[config.mk]
export PLATFORM = sky130hd
export DESIGN_NAME = ocs_top
export DESIGN_NICKNAME = d
export VERILOG_FILES = /design/src/core/ocs_top.v
export VERILOG_INCLUDE_DIRS = /design/src /design/src/core
export SDC_FILE = /design/constraint.sdc
export NUM_CORES = 1
export LEC_CHECK = 0
export ABC_AREA = 1
export BUFFER_PORTS_ARGS = -buffer_cell sky130_fd_sc_hd__buf_2
export CORE_MARGIN = 4
export CORE_UTILIZATION = 30
export CTS_CLUSTER_SIZE = 24
export DETAILED_ROUTE_END_ITERATION = 8
export GPL_TIMING_DRIVEN = 0
export REMOVE_ABC_BUFFERS = 1
export SLEW_MARGIN = 20
export SYNTH_ARGS = -nofsm -noshare
export SYNTH_HDL_FRONTEND = slang
export SYNTH_SLANG_ARGS = --single-unit
[constraint.sdc]
create_clock -name CLK -period 9.5 [get_ports CLK]
set_input_delay 1.425 -clock CLK [delete_from_list [all_inputs] [get_ports CLK]]
set_output_delay 1.425 -clock CLK [all_outputs]
set_load 0.03 [all_outputs]
[src/core/ocs_map.vh]
// Constants for the relay output selection and overtorque block
//
// Contract
// - Two relays, each with selector codes 0-17
// - Code 0 closes on fault, not processor faults
// - Code 1 running; code 10 ready, unfaulted
// - Code 2 closes when frequency agrees with reference
// - Code 3 agrees with reference and detection level
// - Code 4 closes when frequency at/below level
// - Code 5 closes when frequency at/above level
// - Code 6 closes, code 7 opens on overtorque
// - Code 8 closes while output blocked, coasting
// - Code 9 closed for keypad, open for external
// - Code 12 auto-restart; code 15 serial commands
// - Code 13 motor or drive overload warning
// - Code 14 reference missing; 16 feedback loss
// - Code 17 closes when heatsink at 90 C
// - Detection level 0.0-400.0 Hz, default 0.0
// - Agreement width default 2.0 Hz, max 25.50
// - Overtorque when current at/above level
// - Mode 0 off; 1,3 at speed; 2,4 always; code blocks 2,4 while stopping or DC braking
// - Modes 1,2 alarm only; 3,4 coast stop
// - Overtorque level default 160%, range 30-200%
// - Overtorque must persist detection time, default 0.1s
// - Code 11 timer with on and off delays
`ifndef OCS_MAP_VH
`define OCS_MAP_VH

// ----------------------------------------
// Register byte offsets
// ----------------------------------------
`define OCS_REG_SELECT 8'h00
`define OCS_REG_FREQ 8'h04
`define OCS_REG_OTQ 8'h08
`define OCS_REG_TIMER 8'h0C
`define OCS_REG_STATUS 8'h10

// ----------------------------------------
// Field positions and reset values
// ----------------------------------------
`define OCS_SEL_STRIDE 8
`define OCS_SEL_RST 32'h00000000
`define OCS_FREQ_RST 32'h00C80000
`define OCS_OTQ_RST 32'h0001A000
`define OCS_TIMER_RST 32'h0A000000
`define OCS_ST_OTQ_FAULT 0

// ----------------------------------------
// Selector codes
// ----------------------------------------
`define OCS_C_FAULT 5'h00
`define OCS_C_RUN 5'h01
`define OCS_C_AGREE 5'h02
`define OCS_C_COINC 5'h03
`define OCS_C_FLOW 5'h04
`define OCS_C_FHIGH 5'h05
`define OCS_C_OTQ_NO 5'h06
`define OCS_C_OTQ_NC 5'h07
`define OCS_C_COAST 5'h08
`define OCS_C_KEYPAD 5'h09
`define OCS_C_READY 5'h0A
`define OCS_C_TIMER 5'h0B
`define OCS_C_RESTART 5'h0C
`define OCS_C_OLWARN 5'h0D
`define OCS_C_REFMISS 5'h0E
`define OCS_C_SERIAL 5'h0F
`define OCS_C_FBLOSS 5'h10
`define OCS_C_OHWARN 5'h11

// ----------------------------------------
// Thresholds and time base
// ----------------------------------------
`define OCS_OTQ_OFF 3'h0
`define OCS_DRIVE_OL_PCT 8'h50
`define OCS_OH_DEG_C 8'h5A
`define OCS_TICK_NS 100000000
`define OCS_CLK_NS 100

`endif

[src/core/ocs_top.v]
// Relay output selection and overtorque detection with APB registers
`timescale 1ns/100ps
`default_nettype none
`include "ocs_map.vh"

module ocs_top #(
    parameter TICK_CYCLES = `OCS_TICK_NS / `OCS_CLK_NS,
    parameter TICK_W = 24
) (
    // Clock and reset
    input wire CLK,
    input wire RST,
    // APB slave
    input wire PSEL,
    input wire PENABLE,
    input wire PWRITE,
    input wire [7:0] PADDR,
    input wire [31:0] PWDATA,
    output reg [31:0] PRDATA,
    output wire PREADY,
    output wire PSLVERR,
    // Drive state, same clock domain
    input wire DRIVE_FAULT,
    input wire PROCESSOR_FAULT_A,
    input wire PROCESSOR_FAULT_B,
    input wire DRIVE_RUNNING,
    input wire DRIVE_READY,
    input wire BASE_BLOCK,
    input wire REF_FROM_KEYPAD,
    input wire AUTO_RESTART,
    input wire SERIAL_COMMAND,
    input wire MOTOR_OVERLOAD,
    input wire [7:0] DRIVE_OVERLOAD_PCT,
    input wire FREF_MISSING,
    input wire [7:0] HEATSINK_DEG_C,
    input wire [7:0] FEEDBACK_PCT,
    input wire STOPPING,
    input wire DC_BRAKING,
    input wire [15:0] OUT_FREQ,
    input wire [15:0] FREQ_REF,
    input wire [7:0] OUT_CURRENT_PCT,
    // External timer terminal, asynchronous
    input wire TIMER_IN,
    // Contact drives, high = closed
    output wire RELAY1_CLOSED,
    output wire RELAY2_CLOSED,
    // Overtorque results
    output reg OVERTORQUE_INDICATION,
    output reg OVERTORQUE_ALARM,
    output reg COAST_STOP
);

    // ----------------------------------------
    // Registers and state
    // ----------------------------------------
    reg [31:0] sel_ff; // Both selectors
    reg [31:0] freq_ff; // Level and agreement width
    reg [31:0] otq_ff; // Mode, level, time
    reg [31:0] timer_ff; // Timer delays, feedback loss
    reg ot_fault_ff; // Latched overtorque fault
    reg [TICK_W-1:0] tick_cnt_ff; // 0.1 s prescaler
    reg tick_ff; // One cycle per 0.1 s
    reg [11:0] ot_cnt_ff; // Overtorque qualify time
    reg ot_det_ff; // Overtorque detected
    reg tin_meta_ff; // Timer input sync stage 1
    reg tin_sync_ff; // Timer input sync stage 2
    reg [7:0] ton_cnt_ff; // Closed time of timer input
    reg [7:0] toff_cnt_ff; // Open time of timer input
    reg timer_out_ff; // Timer function result
    reg [7:0] fb_cnt_ff; // Feedback-low time
    reg fb_loss_ff; // Feedback loss detected
    reg [1:0] relay_ff; // Contact states
    reg [1:0] nxt_relay; // Next contact states

    // Register fields
    wire [15:0] det_level = freq_ff[15:0]; // 0.01 Hz units
    wire [15:0] agree_width = freq_ff[31:16]; // 0.01 Hz units
    wire [2:0] ot_mode = otq_ff[2:0];
    wire [7:0] ot_level = otq_ff[15:8]; // Percent of rated
    wire [11:0] ot_time = otq_ff[27:16]; // 0.1 s units
    wire [7:0] ton_delay = timer_ff[7:0];
    wire [7:0] toff_delay = timer_ff[15:8];
    wire [7:0] fb_level = timer_ff[23:16];
    wire [7:0] fb_delay = timer_ff[31:24];

    // ----------------------------------------
    // APB slave
    // ----------------------------------------
    wire setup = PSEL & ~PENABLE;
    wire wr_en = PSEL & PENABLE & PWRITE;
    wire mapped = (PADDR == `OCS_REG_SELECT) | (PADDR == `OCS_REG_FREQ) |
        (PADDR == `OCS_REG_OTQ) | (PADDR == `OCS_REG_TIMER) |
        (PADDR == `OCS_REG_STATUS);
    assign PREADY = 1'b1;
    assign PSLVERR = PSEL & PENABLE & ~mapped;

    // Status word seen by software
    wire [31:0] status_w = {24'h000000, relay_ff, fb_loss_ff, timer_out_ff,
        OVERTORQUE_ALARM, ot_det_ff, 1'b0, ot_fault_ff};

    // Read data latched in setup so it comes from flops
    always @(posedge CLK) begin
        if (RST) begin
            PRDATA <= 32'h00000000;
        end else if (setup & ~PWRITE) begin
            case (PADDR)
                `OCS_REG_SELECT: PRDATA <= sel_ff;
                `OCS_REG_FREQ: PRDATA <= freq_ff;
                `OCS_REG_OTQ: PRDATA <= otq_ff;
                `OCS_REG_TIMER: PRDATA <= timer_ff;
                `OCS_REG_STATUS: PRDATA <= status_w;
                default: PRDATA <= 32'h00000000; // Unmapped reads zero
            endcase
        end
    end

    // Settings writes; unused selector bits stay zero
    always @(posedge CLK) begin
        if (RST) begin
            sel_ff <= `OCS_SEL_RST;
            freq_ff <= `OCS_FREQ_RST;
            otq_ff <= `OCS_OTQ_RST;
            timer_ff <= `OCS_TIMER_RST;
        end else if (wr_en) begin
            case (PADDR)
                `OCS_REG_SELECT: sel_ff <= PWDATA & 32'h00001F1F;
                `OCS_REG_FREQ: freq_ff <= PWDATA;
                `OCS_REG_OTQ: otq_ff <= PWDATA & 32'h0FFFFF07;
                `OCS_REG_TIMER: timer_ff <= PWDATA;
                default: sel_ff <= sel_ff; // Others hold
            endcase
        end
    end

    // ----------------------------------------
    // Time base
    // ----------------------------------------
    // Prescaler giving one pulse every 0.1 s
    always @(posedge CLK) begin
        if (RST) begin
            tick_cnt_ff <= {TICK_W{1'b0}};
            tick_ff <= 1'b0;
        end else if (tick_cnt_ff == TICK_CYCLES[TICK_W-1:0] - 1'b1) begin
            tick_cnt_ff <= {TICK_W{1'b0}};
            tick_ff <= 1'b1;
        end else begin
            tick_cnt_ff <= tick_cnt_ff + 1'b1;
            tick_ff <= 1'b0;
        end
    end

    // ----------------------------------------
    // Frequency comparisons
    // ----------------------------------------
    // Absolute differences, shared by both outputs
    wire [15:0] d_ref = (OUT_FREQ >= FREQ_REF) ? OUT_FREQ - FREQ_REF :
        FREQ_REF - OUT_FREQ;
    wire [15:0] d_lvl = (OUT_FREQ >= det_level) ? OUT_FREQ - det_level :
        det_level - OUT_FREQ;
    wire at_speed = d_ref <= agree_width;
    wire coincide = at_speed & (d_lvl <= agree_width);
    wire f_low = OUT_FREQ <= det_level;
    wire f_high = OUT_FREQ >= det_level;

    // ----------------------------------------
    // Overtorque detection
    // ----------------------------------------
    // Odd modes only at set frequency, even modes unless stopping or DC braking
    wire ot_window = ot_mode[0] ? at_speed : ~STOPPING & ~DC_BRAKING;
    wire ot_enable = (ot_mode != `OCS_OTQ_OFF) & (ot_mode <= 3'h4);
    wire ot_cond = ot_enable & ot_window &
        (OUT_CURRENT_PCT >= ot_level);
    wire ot_coast = (ot_mode == 3'h3) | (ot_mode == 3'h4);
    wire st_clear = wr_en & (PADDR == `OCS_REG_STATUS) &
        PWDATA[`OCS_ST_OTQ_FAULT];

    // Qualifying timer, restarted whenever the condition drops
    always @(posedge CLK) begin
        if (RST) begin
            ot_cnt_ff <= 12'h000;
            ot_det_ff <= 1'b0;
        end else if (!ot_cond) begin
            ot_cnt_ff <= 12'h000;
            ot_det_ff <= 1'b0;
        end else begin
            if (tick_ff && ot_cnt_ff < ot_time) begin
                ot_cnt_ff <= ot_cnt_ff + 12'h001;
            end
            ot_det_ff <= ot_cnt_ff >= ot_time;
        end
    end

    // Alarm or latched fault with coast stop; a new detect beats clear
    always @(posedge CLK) begin
        if (RST) begin
            ot_fault_ff <= 1'b0;
            OVERTORQUE_INDICATION <= 1'b0;
            OVERTORQUE_ALARM <= 1'b0;
            COAST_STOP <= 1'b0;
        end else begin
            if (ot_det_ff & ot_coast) begin
                ot_fault_ff <= 1'b1;
            end else if (st_clear) begin
                ot_fault_ff <= 1'b0;
            end
            OVERTORQUE_ALARM <= ot_det_ff & ~ot_coast;
            OVERTORQUE_INDICATION <= ot_det_ff | ot_fault_ff;
            COAST_STOP <= ot_fault_ff;
        end
    end

    // ----------------------------------------
    // Timer function input
    // ----------------------------------------
    // Two-stage synchroniser for the terminal
    always @(posedge CLK) begin
        if (RST) begin
            tin_meta_ff <= 1'b0;
            tin_sync_ff <= 1'b0;
        end else begin
            tin_meta_ff <= TIMER_IN;
            tin_sync_ff <= tin_meta_ff;
        end
    end

    // On and off delays counted in 0.1 s steps
    always @(posedge CLK) begin
        if (RST) begin
            ton_cnt_ff <= 8'h00;
            toff_cnt_ff <= 8'h00;
            timer_out_ff <= 1'b0;
        end else if (tin_sync_ff) begin
            toff_cnt_ff <= 8'h00;
            if (tick_ff && ton_cnt_ff < ton_delay) begin
                ton_cnt_ff <= ton_cnt_ff + 8'h01;
            end
            if (ton_cnt_ff >= ton_delay) begin
                timer_out_ff <= 1'b1;
            end
        end else begin
            ton_cnt_ff <= 8'h00;
            if (tick_ff && toff_cnt_ff < toff_delay) begin
                toff_cnt_ff <= toff_cnt_ff + 8'h01;
            end
            if (toff_cnt_ff >= toff_delay) begin
                timer_out_ff <= 1'b0;
            end
        end
    end

    // ----------------------------------------
    // Feedback loss
    // ----------------------------------------
    // Feedback below level must last longer than the delay
    always @(posedge CLK) begin
        if (RST) begin
            fb_cnt_ff <= 8'h00;
            fb_loss_ff <= 1'b0;
        end else if (FEEDBACK_PCT >= fb_level) begin
            fb_cnt_ff <= 8'h00;
            fb_loss_ff <= 1'b0;
        end else begin
            if (tick_ff && fb_cnt_ff <= fb_delay) begin
                fb_cnt_ff <= fb_cnt_ff + 8'h01;
            end
            fb_loss_ff <= fb_cnt_ff > fb_delay;
        end
    end

    // ----------------------------------------
    // Shared warnings
    // ----------------------------------------
    wire ol_warn = MOTOR_OVERLOAD |
        (DRIVE_OVERLOAD_PCT >= `OCS_DRIVE_OL_PCT);
    wire oh_warn = HEATSINK_DEG_C >= `OCS_OH_DEG_C;
    wire any_fault = DRIVE_FAULT | PROCESSOR_FAULT_A | PROCESSOR_FAULT_B;

    // ----------------------------------------
    // Contact selection, one per output
    // ----------------------------------------
    genvar g;
    generate
        for (g = 0; g < 2; g = g + 1) begin : g_relay
            wire [4:0] sel = sel_ff[g*`OCS_SEL_STRIDE +: 5];
            // Condition picked by this output's selector
            always @* begin
                case (sel)
                    `OCS_C_FAULT: nxt_relay[g] = DRIVE_FAULT;
                    `OCS_C_RUN: nxt_relay[g] = DRIVE_RUNNING;
                    `OCS_C_AGREE: nxt_relay[g] = at_speed;
                    `OCS_C_COINC: nxt_relay[g] = coincide;
                    `OCS_C_FLOW: nxt_relay[g] = f_low;
                    `OCS_C_FHIGH: nxt_relay[g] = f_high;
                    `OCS_C_OTQ_NO: nxt_relay[g] = ot_det_ff;
                    `OCS_C_OTQ_NC: nxt_relay[g] = ~ot_det_ff;
                    `OCS_C_COAST: nxt_relay[g] = BASE_BLOCK;
                    `OCS_C_KEYPAD: nxt_relay[g] = REF_FROM_KEYPAD;
                    `OCS_C_READY: nxt_relay[g] = DRIVE_READY &
                        ~any_fault;
                    `OCS_C_TIMER: nxt_relay[g] = timer_out_ff;
                    `OCS_C_RESTART: nxt_relay[g] = AUTO_RESTART;
                    `OCS_C_OLWARN: nxt_relay[g] = ol_warn;
                    `OCS_C_REFMISS: nxt_relay[g] = FREF_MISSING;
                    `OCS_C_SERIAL: nxt_relay[g] = SERIAL_COMMAND;
                    `OCS_C_FBLOSS: nxt_relay[g] = fb_loss_ff;
                    `OCS_C_OHWARN: nxt_relay[g] = oh_warn;
                    default: nxt_relay[g] = 1'b0; // Unused codes open
                endcase
            end
        end
    endgenerate

    // Contacts refreshed every cycle
    always @(posedge CLK) begin
        if (RST) begin
            relay_ff <= 2'b00;
        end else begin
            relay_ff <= nxt_relay;
        end
    end

    assign RELAY1_CLOSED = relay_ff[0];
    assign RELAY2_CLOSED = relay_ff[1];

endmodule // ocs_top
`default_nettype wire

**Word-level counts from Yosys, hierarchy flattened**

Cells that the tools add are included.
W data, S select, Z words.

- Muxes and demuxes: 12
- Reduce and logical (&&, ||, !) cells: 20
- Magnitude comparators: 18
- Bitwise gates (word level): 34
- Add/sub/neg operators: 9
- Equality and inequality tests: 42

Operators with widths:

| operator | count |
|---|---|
| $pmux W32 S5 | 1 |
| $eq A5 B4 Y1 const B | 16 |
| $sub A16 B16 Y16 | 4 |
| $le A16 B16 Y1 | 3 |
| $eq A5 B3 Y1 const B | 8 |
| $pmux W1 S18 | 2 |
| $ge A16 B16 Y1 | 2 |
| $ge A8 B8 Y1 | 4 |
| $mux W16 | 2 |
| $add A24 B1 Y24 const B | 1 |
| $add A8 B1 Y8 const B | 3 |
| $eq A24 B20 Y1 const B | 1 |
| $eq A5 B2 Y1 const B | 4 |
| $eq A5 B5 Y1 const B | 4 |
| $eq A8 B4 Y1 const B | 2 |
| $ge A8 B7 Y1 const B | 2 |
| $lt A8 B8 Y1 | 2 |
| $and A1 B1 Y1 | 15 |
| $add A12 B1 Y12 const B | 1 |
| $ge A12 B12 Y1 | 1 |
| $lt A12 B12 Y1 | 1 |
| $eq A5 B1 Y1 const B | 2 |
| $logic_not A5 Y1 | 2 |
| $not A1 Y1 | 10 |
| 16 further kinds | 42 |

- Flip-flop bits (word level): 201
- Logic and storage cells: 156
- Input port bits: 123

**Logic depth before layout (Yosys ltp)**

Gate-level depths: netlist of the first run.

- Depth after elaboration: 8
- Gate-level depth with buffers: 30

**Least setup slack after synthesis of the first run**

Ideal clock, no wire load.

- Kind: input port to flip-flop
- From: input port OUT_FREQ[0]
- To: register ot_cnt_ff[10]
- Arrival time: 4.313 ns
- Stages on the path: 24
- Setup time: 0.117 ns
- Slack: 5.070 ns
- Path buffers: 2
- Path through: inv_1 ha_1 inv_1 fa_1 nand2_1 nand2_1 a21oi_2 inv_1 nand2_1 nand3_4 inv_2 buf_4 nand2_1 nand2_1 inv_1 ha_1 nand2_1 nor3_1 nand2_1 nand2_1 nand2_1 o211ai_1 buf_2 nor2_1

- Cells in the longest elaborated chain, start to end: 8

Ends and longest elaborated chain:

| what | line | RTL |
|---|---|---|
| start: declaration | ocs_top.v:39 | `input wire [15:0] OUT_FREQ,` |
| $sub A16 B16 Y16 (tied with other cells) | ocs_top.v:157 | `FREQ_REF - OUT_FREQ;` |
| $mux W16 (*) | ocs_top.v:156 | `wire [15:0] d_ref = (OUT_FREQ >= FREQ_REF) ? OUT_FREQ - FREQ_REF :` |
| $le A16 B16 Y1 (*) | ocs_top.v:160 | `wire at_speed = d_ref <= agree_width;` |
| $mux W1 (*) | ocs_top.v:169 | `wire ot_window = ot_mode[0] ? at_speed : ~STOPPING & ~DC_BRAKING;` |
| $and A1 B1 Y1 (*) (2 in series) | ocs_top.v:171 | `wire ot_cond = ot_enable & ot_window &` |
| $not A1 Y1 (no source line) (*) | - |  |
| $reduce_or A2 Y1 (no source line) (*) | - |  |
| end signal: assignment | ocs_top.v:187 | `ot_cnt_ff <= ot_cnt_ff + 12'h001;` |
| end: declaration | ocs_top.v:63 | `reg [11:0] ot_cnt_ff;` |

Every way passes the cells marked *; elsewhere a longest branch is shown, timed or not.
A chain may end at the register's enable or synchronous reset.

**Worst setup path in the final report of the first run**

- From: input port OUT_FREQ[0]
- To: register ot_cnt_ff[2]

Same word-level chain as after synthesis.

==> key figures, run 1 <==
Routing
  – Vias/cell: roughly 4.9
  – Wire per inst: roughly 16 um
  – Routed WL: between 40 and 50 mm
  – Vias post-DR: approximately 15k
  – 1st-iter DRT viols: 1152
  – Remaining DRCs: 0
  – Pre-antenna DRT Iters: 6
  – ANT nets after route: 0

Yosys
  – Sequential share of the synthesized area: ~27%
  – Top-area cell type share of the netlist area: between 20 and 30%
  – Yosys top cell by area: dfxtp_1
  – Cell count after synthesis: between 2k and 2.5k
  – Ys Warns: 0
  – Yosys cell types: 54
  – EDFF count, synth: 0
  – Avg Inst Size Synth: between 6 and 7 um^2
  – Mapped Area: approximately 15000 um^2
  – FF+latch count, synth: ~200
  – Main synth FF type: dfxtp_1
  – Synth async-reset ratio: 0%
  – Synth top area cells: dfxtp_1, ha_1, nand2_1

Timing
  – Rel. slew slack: 29.6%
  – RSZ-0062 raised after global routing: false
  – Final setup TNS: 0 ns
  – Period utilisation layout: 56.5%
  – Fin. Hold Viols: 0
  – Clock skew: between 0.02 and 0.03 ns
  – F_max: between 150 and 200 MHz
  – Hold Slack: 0.404 ns
  – Final Max Slew Viols: 0
  – Crit path time final: between 5 and 6 ns
  – Final setup violation count: 0
  – Worst Tran Pin Value: roughly 1.1 ns

Critical path
  – Critical Path End Type: flop
  – Critical Path, Cell by Cell: buf_2 > inv_1 > ha_1 > inv_1 > fa_1 > nand2_1 > nand2_1 > a21oi_2 > inv_1 > nand2_1 > nand3_4 > inv_2 > nand2_1 > nand2_1 > inv_1 > ha_1 > nand2_1 > nor3_1 > nand2_1 > nand2_1 > nand2_1 > o211ai_1 > clkbuf_4 > nor2_1
  – Slowest stage delay, CP: between 0.5 and 0.6 ns
  – Setup CP Type: primary input to flop
  – CP Launch Type: primary input
  – CP top delay family: simple AND/OR/NAND/NOR gates
  – CP Max Fanout: 18
  – Critical Path RT: 9.92 ns
  – Arr. time, crit path: 5.79 ns
  – Most used cell, CP: nand2_1
  – Crit path buffers/inverters: 7
  – Slowest CP cell: o211ai_1

Power and ir drop
  – Power density over the cells: around 130 nW/um^2
  – Max IR drop VDD: 0.115 mV
  – Total power: roughly 0.0021 W
  – Leakage: 7.67 nW

Clock tree
  – Postcts setup bufs: 0
  – Longest Clk Path Bufs: 3
  – Cts bufs inserted: 23
  – CTS Root Cell: clkbuf_16
  – Hold_buf cts: 0
  – H-tree depth: 1
  – Clk sinks: between 200 and 250
  – Clk_lat worst skew: 0.55 ns
  – Resized cells post-CTS: 0
  – CTS tree: done
  – Clock Pin Slew Worst Setup and Hold Paths: about 0.060 ns

Layout
  – Fraction of layout cells with a size suffix above 1: between 10% and 20%
  – Area grow syn2layout: 14.7%
  – Number of nets in the layout: 2598

Floorplanning
  – Die Span Y: ~230 um
  – Die footprint: between 50000 and 60000 um^2
  – # IOs: roughly 160
  – Starting density of the core: 30.5%
  – Die X-Extent: between 200 and 250 um
  – Core area: roughly 48000 um^2
  – # rows: 80

Global route
  – Met2 Track Usage GR: approximately 29%
  – Vias in the first global route: approximately 14k
  – Initial antenna violation count: 5
  – GRT Total Usage: approximately 18%
  – Pin count of the biggest net entering global routing: slightly below 90
  – GRT met1 Usage: between 20 and 25%
  – Most used routing layer: met2
  – GR Overflow Total: 0
  – GRT met3 Usage: 3.26%
  – First-pass GRT wire length: 75.4 mm

Placement
  – IO buf count: roughly 160
  – Gpl congestion: approximately 0.92
  – Dpl hpwl: around 38 mm

Hold path
  – Path type of the worst min-delay path: flop to flop

Run status
  – Outcome: finished, final reports clean

Job
  – Total of max-cap violations: 0
## layout by cell type, fill, tap and decap left out, types with 3 or more instances in the layout
cell type,synthesis,final
a211oi_1,12,12
a21o_1,7,7
a21oi_1,235,235
a21oi_2,4,4
a31oi_1,5,5
buf_16,0,3
buf_2,13,154
buf_4,4,4
clkbuf_1,41,6
clkbuf_16,0,23
clkbuf_8,0,4
dfxtp_1,201,201
fa_1,4,4
ha_1,151,151
inv_1,348,346
inv_2,10,11
nand2_1,495,493
nand2_2,9,11
nand3_1,69,69
nand3_2,5,5
nand4_1,30,30
nor2_1,172,171
nor2_4,5,6
nor3_1,32,31
nor3_2,2,3
nor4_1,7,7
o2111ai_1,5,5
o211ai_1,13,13
o21a_1,4,4
o21ai_0,157,157
o21ai_1,3,3
o21ai_2,6,6
o21bai_1,12,12
o221ai_1,6,6
o22ai_1,23,23
or2_2,6,6
xnor2_1,22,22
xor2_1,52,52
## kinds of logic (layout without fill, tap and decap cells)
logic type | Yosys count | count (layout) | share of synthesized area, %
buffers and inverters | 424 | 562 | 11.3
other | 1 | 2 | 0.0256
AND/OR/NAND/NOR | 843 | 843 | 24.4
flip-flops | 201 | 201 | 27.5
AO/OA/AOI/OAI | 499 | 499 | 18.9
adder cells (fa/ha/maj) | 155 | 155 | 13.4
XOR/XNOR | 74 | 74 | 4.42
## flip-flops by register name (all words and copies together), names as in the netlist, 10 cells and up
name and count:
ot_cnt_ff 12, PRDATA 32, freq_ff 32, otq_ff 23
sel_ff 10, tick_cnt_ff 24, timer_ff 32
## path summary, 6_finish.rpt
check / startpoint / to / slack (ns) / cells past startpoint
min reg2reg: tin_meta_ff / tin_sync_ff / 0.40 / 2
max: OUT_FREQ[0] / ot_cnt_ff[2] / 4.13 / 24
max reg2reg: freq_ff[11] / relay_ff[0] / 5.14 / 20
min: tin_meta_ff / tin_sync_ff / 0.40 / 2
## final cells by class
type	count	area, um^2
Fill cell	5228	31200
Multi-Input combinational cell	1572	8990
Sequential cell	201	4020
Inverter	359	1350
Timing Repair Buffer	163	902
Tap cell	615	769
Clock buffer	33	653
Clock inverter	7	106
Antenna cell	1	2.50
## metal layers
| layer | vias to the layer above | share of wire [%] |
|---|---|---|
| met1 | 6691 | 47 |
| li1 | 7376 | - |
| met2 | 387 | 45 |
| met3 | 61 | 6.4 |
| met4 | 8 | 1.9 |
| met5 | - | 0.14 |
## worst reg2reg max path, delay by kind of cell, from the launching register on
kind / cells / cell delay (ns)
xor+xnor: 1 / 0.20
compound gates: 2 / 0.60
buf+inv: 2 / 0.41
simple gates: 13 / 1.95
flops: 1 / 0.46
fa+ha+maj: 2 / 0.63
## cells in the mapped netlist, drive strengths merged (5+ instances only)
library cell	number
nor4	7
inv	358
clkbuf	41
o21bai	12
xnor2	22
nand2	504
nand4	31
o21ai	166
a31oi	5
a21o	7
dfxtp	201
or2	6
a211oi	12
nand3	76
nor2	179
buf	24
ha	151
o221ai	6
nor3	35
a21oi	239
o2111ai	5
o22ai	23
o211ai	13
xor2	52
## stage by stage
step,cells,setup slack [ns],area [um^2],util (%)
floorplan,2132,4.89,14300,-
finish,2951,4.13,16800,35.0
global route,2950,3.76,16800,35.0
global placement,2902,1.75,15900,33.1
CTS,2949,3.82,16800,34.9
detailed placement,2909,3.26,16000,33.4
## where the power goes
group          internal (W)  total [W]  switching (W)
clock              0.000535   0.000909       0.000374
sequential         0.000845   0.000848     0.00000255
combinational      0.000126   0.000362       0.000236
total               0.00151    0.00212       0.000612
Power figures use the tool's default switching activity.
==> inputs of run 2 (changes only) <==
--- a/config.mk
+++ b/config.mk
@@ -6,7 +6,7 @@
 export SDC_FILE = /design/constraint.sdc
 export NUM_CORES = 1
 export LEC_CHECK = 0
-export ABC_AREA = 1
+export ABC_AREA = 0
 export BUFFER_PORTS_ARGS = -buffer_cell sky130_fd_sc_hd__buf_2
 export CORE_MARGIN = 4
 export CORE_UTILIZATION = 30
==> constraint.sdc (replaced) <==
create_clock -name CLK -period 4.38 [get_ports CLK]
set_input_delay 0.657 -clock CLK [delete_from_list [all_inputs] [get_ports CLK]]
set_output_delay 0.657 -clock CLK [all_outputs]
set_load 0.03 [all_outputs]
==> run 2 against run 1 <==
Net effect: synthesized cell count down 20%; largest cell class unchanged; worst setup slack got worse by 4.0 ns; clock skew down 0.017 ns; clock power rose by 140%; non-clock buffer count grew 27; worst hold slack worse by 0.085 ns; global-route usage down 0.29 points; critical endpoint is now relay_ff[0]; combinational power up 120%; first-iteration DRC count decreased by 8.3%; power up 130%; via count fell by 11%; synthesized area is 5.5% lower.
==> key figures, run 2 <==
Critical path
  – R2R setup slack: 0.24 ns (-4.90 ns)
  – Reg2reg path depth: 18 (-10%)
  – CP Max Fanout: 10 (-8)
  – Reg-to-reg endpoint: relay_ff[0]
  – Arr. time, crit path: 4.63 ns (-1.16 ns)
  – CP Launch Type: primary input
  – Critical Path RT: 4.80 ns (-5.12 ns)
  – Reg2reg start: freq_ff[0]
  – Critical Path End Type: flop
  – Setup CP Type: primary input to flop

Yosys
  – Post-synth top cells: nand2_1, dfxtp_1, a21oi_1
  – Main combinational cell family by area after synthesis: simple AND/OR/NAND/NOR gates
  – Ys Warns: 0 (unchanged)
  – Mapped Area: 13800 um^2 (-5.5%)
  – Mux cell area share after synthesis: 4.55% (+4.6 points)
  – Post-Synth Adder-Cell Area: 14.2% (+0.78 points)
  – FF+latch count, synth: 201 (unchanged)
  – Main synth FF type: dfxtp_1
  – Post-Synth Simple-Gate Area: 21.6% (-2.8 points)
  – Yosys cell types: 82 (+52%)
  – Yosys top cell by area: dfxtp_1
  – Sequential share of the synthesized area: 29.1% (+1.6 points)
  – EDFF count, synth: 0 (unchanged)
  – Compound-gate portion of the synthesized area: 19.0% (+0.089 points)
  – Synth top area cells: dfxtp_1, ha_1, nand2_1
  – Avg Inst Size Synth: 7.83 um^2 (+17%)
  – Synth async-reset ratio: 0% (unchanged)
  – Top-count cell post-synth: nand2_1
  – Cell count after synthesis: 1768 (-20%)
  – Post-synthesis xor/xnor area fraction: 4.74% (+0.32 points)
  – Top-area cell type share of the netlist area: 29.1% (+1.6 points)

Floorplanning
  – # rows: 78 (-2.5%)
  – # IOs: 162 (unchanged)
  – Die X-Extent: 223 um (-2.7%)
  – Die Span Y: 223 um (-2.7%)
  – Die footprint: 49600 um^2 (-5.3%)
  – Core area: 45500 um^2 (-5.3%)
  – Starting density of the core: 30.4% (-0.050 points)

Global route
  – GR Overflow Total: 0 (unchanged)
  – First-pass GRT wire length: 70.1 mm (-7.0%)
  – GRT Total Usage: 17.4% (-0.29 points)
  – Vias in the first global route: 12.3k (-11%)
  – Initial antenna violation count: 13 (+8)
  – Pin count of the biggest net entering global routing: 100 (+14%)

Timing
  – Rel. slew slack: 29.1% (-0.45 points)
  – Final setup violation count: 0 (unchanged)
  – Worst Tran Pin Value: 1.06 ns (+0.00680 ns)
  – F_max: 238 MHz
  – Final setup TNS: 0 ns (unchanged)
  – RSZ-0062 raised after global routing: true
  – Hold Slack: 0.319 ns (-0.0854 ns)
  – Final Max Slew Viols: 0 (unchanged)
  – Period utilisation layout: a little over nine tenths
  – Crit path time final: between 4 and 5 ns
  – Fin. Hold Viols: 0 (unchanged)
  – Clock skew: 0.0102 ns (-0.0175 ns)

Power and ir drop
  – Max IR drop VDD: 0.264 mV (+130%)
  – Power density over the cells: 289 nW/um^2 (+130%)
  – Leakage: 6.58 nW (-14%)

Hold path
  – Hold endpoint: tin_meta_ff
  – Hold Path Depth: 2 (unchanged)
  – Worst Hold Launch: TIMER_IN
  – Path type of the worst min-delay path: primary input to flop

Layout
  – Number of nets in the layout: 2169 (-17%)
  – Most frequent cells in the layout: nand2_1, dfxtp_1, a21oi_1
  – Core Util, Final: 36.5% (+1.5 points)
  – Fraction of layout cells with a size suffix above 1: 17.6% (+6.5 points)
  – Area grow syn2layout: 19.8%
  – Most common cell after layout, fill and taps aside: nand2_1
  – # fillers: 4773 (-8.7%)
  – Top Registers: PRDATA: 32 flops, freq_ff: 32 flops, timer_ff: 32 flops

Routing
  – Wire per inst: 18.0 um (+9.6%)
  – Metal3 WL: 3.03 mm (-2.7%)
  – 1st-iter DRT viols: 1056 (-8.3%)
  – Max layer used: met5
  – Pre-antenna DRT Iters: 5 (-1)
  – Met1 Routed Length: 20.3 mm (-10%)
  – Vias post-DR: 13.0k (-11%)
  – Vias/cell: 5.16 (+4.9%)
  – Routed WL: 45.2 mm (-6.6%)
  – Detail Route met2 WL: 20.9 mm (-3.8%)
  – Remaining DRCs: 0 (unchanged)
  – ANT nets after route: 0 (unchanged)

Placement
  – Gpl congestion: 0.895 (-2.4%)
  – Dpl hpwl: 34.5 mm (-10%)
  – IO buf count: 155 (unchanged)

Job
  – Total of max-cap violations: 0 (unchanged)

Clock tree
  – Clk sinks: 201 (unchanged)
  – CTS tree: done
  – Longest Clk Path Bufs: 3 (unchanged)
  – H-tree depth: 1 (unchanged)
  – Clk_lat worst skew: 0.55 ns (about the same)
  – Clock Pin Slew Worst Setup and Hold Paths: 0.06 ns (about the same)
  – CTS Root Cell: clkbuf_16
  – Cts bufs inserted: 25 (+8.7%)

Run status
  – Outcome: finished, final reports clean
run 2: changes by cell type after synthesis, sizes merged, moves of 21 or more:
cell and delta:
nor2 -50, inv -219, mux2i +36, nand2 -237, nand3 -29, o21ai -95
clkbuf +21, a22oi +26, a21oi -62, a21o +28
run 2: power breakdown:
group	total, W	switching, W	internal, W
logic	0.000812	0.000463	0.000348
registers	0.00184	0.00000490	0.00183
clock network	0.00215	0.000858	0.00129
total	0.00480	0.00133	0.00347
run 2: timing repair:
item,in CTS,in global routing
pin swaps,7,33
hold endpoints to repair,0,0
buffers inserted,10,16
resized for setup,20,49
endpoints found under the setup margin,15,15
gates cloned,1,0
hold buffers,0,0
run 2: critical path: stages:
cell and delay [ns]:
buf_2 0.12, inv_1 0.08, ha_2 0.19, inv_1 0.06, fa_2 0.39, nand3_4 0.09, a21oi_2 0.09, o31ai_4 0.37
a21oi_4 0.10, buf_12 0.16, buf_4 0.14, o31ai_2 0.24, xnor2_1 0.09, ha_1 0.28, and4_4 0.24, nand4_1 0.18
a211o_1 0.31, a31oi_4 0.25, or4_1 0.14, a31oi_1 0.04, o311a_1 0.40
run 2: how the worst max path moves through the flow:
stage / startpoint / to / slack [ns]
3_5_place_dp: OUT_FREQ[7] / ot_cnt_ff[5] / -1.70
6_report: OUT_FREQ[0] / relay_ff[0] / 0.17
2_1_floorplan: OUT_FREQ[5] / ot_cnt_ff[5] / -0.15
3_3_place_gp: OUT_FREQ[7] / ot_det_ff / -1.78
4_1_cts: OUT_FREQ[9] / relay_ff[0] / 0.006
5_1_grt: OUT_FREQ[9] / relay_ff[0] / -0.06
run 2: per-stage QoR:
step	setup slack (ns)	power [W]	instances	cell area, um^2
after CTS	0.00650	0.00479	2494	16200
after detailed placement	-1.70	0.00258	2437	15100
after global placement	-1.78	0.00256	2428	15000
after floorplan	-0.152	0.00231	1673	13400
after global routing	-0.0650	0.00501	2511	16600
final	0.170	0.00480	2515	16600
run 2: cell type report:
cell class	instances	area, um^2	share of cell area, %
Clock inverter	13	141	0.852
Tap cell	600	751	4.52
Sequential cell	201	4030	24.3
Multi-Input combinational cell	1334	9220	55.6
Inverter	139	526	3.17
Clock buffer	33	726	4.37
Timing Repair Buffer	190	1190	7.15
Antenna cell	5	12.5	0.0754
run 2: cells by family (layout without fill, tap and decap cells):
logic type,after synthesis,in the layout
buf+inv,234,375
mux,50,50
xor+xnor,75,75
simple gates,631,631
compound gates,421,422
other cells,1,6
fa+ha+maj,155,155
flops,201,201
run 2: routing by layer:
metal	GRT usage (%)	vias up
li1	-	6432
met1	23.7	6147
met2	28.7	327
met3	3.84	61
met4	3.38	18
met5	0	-
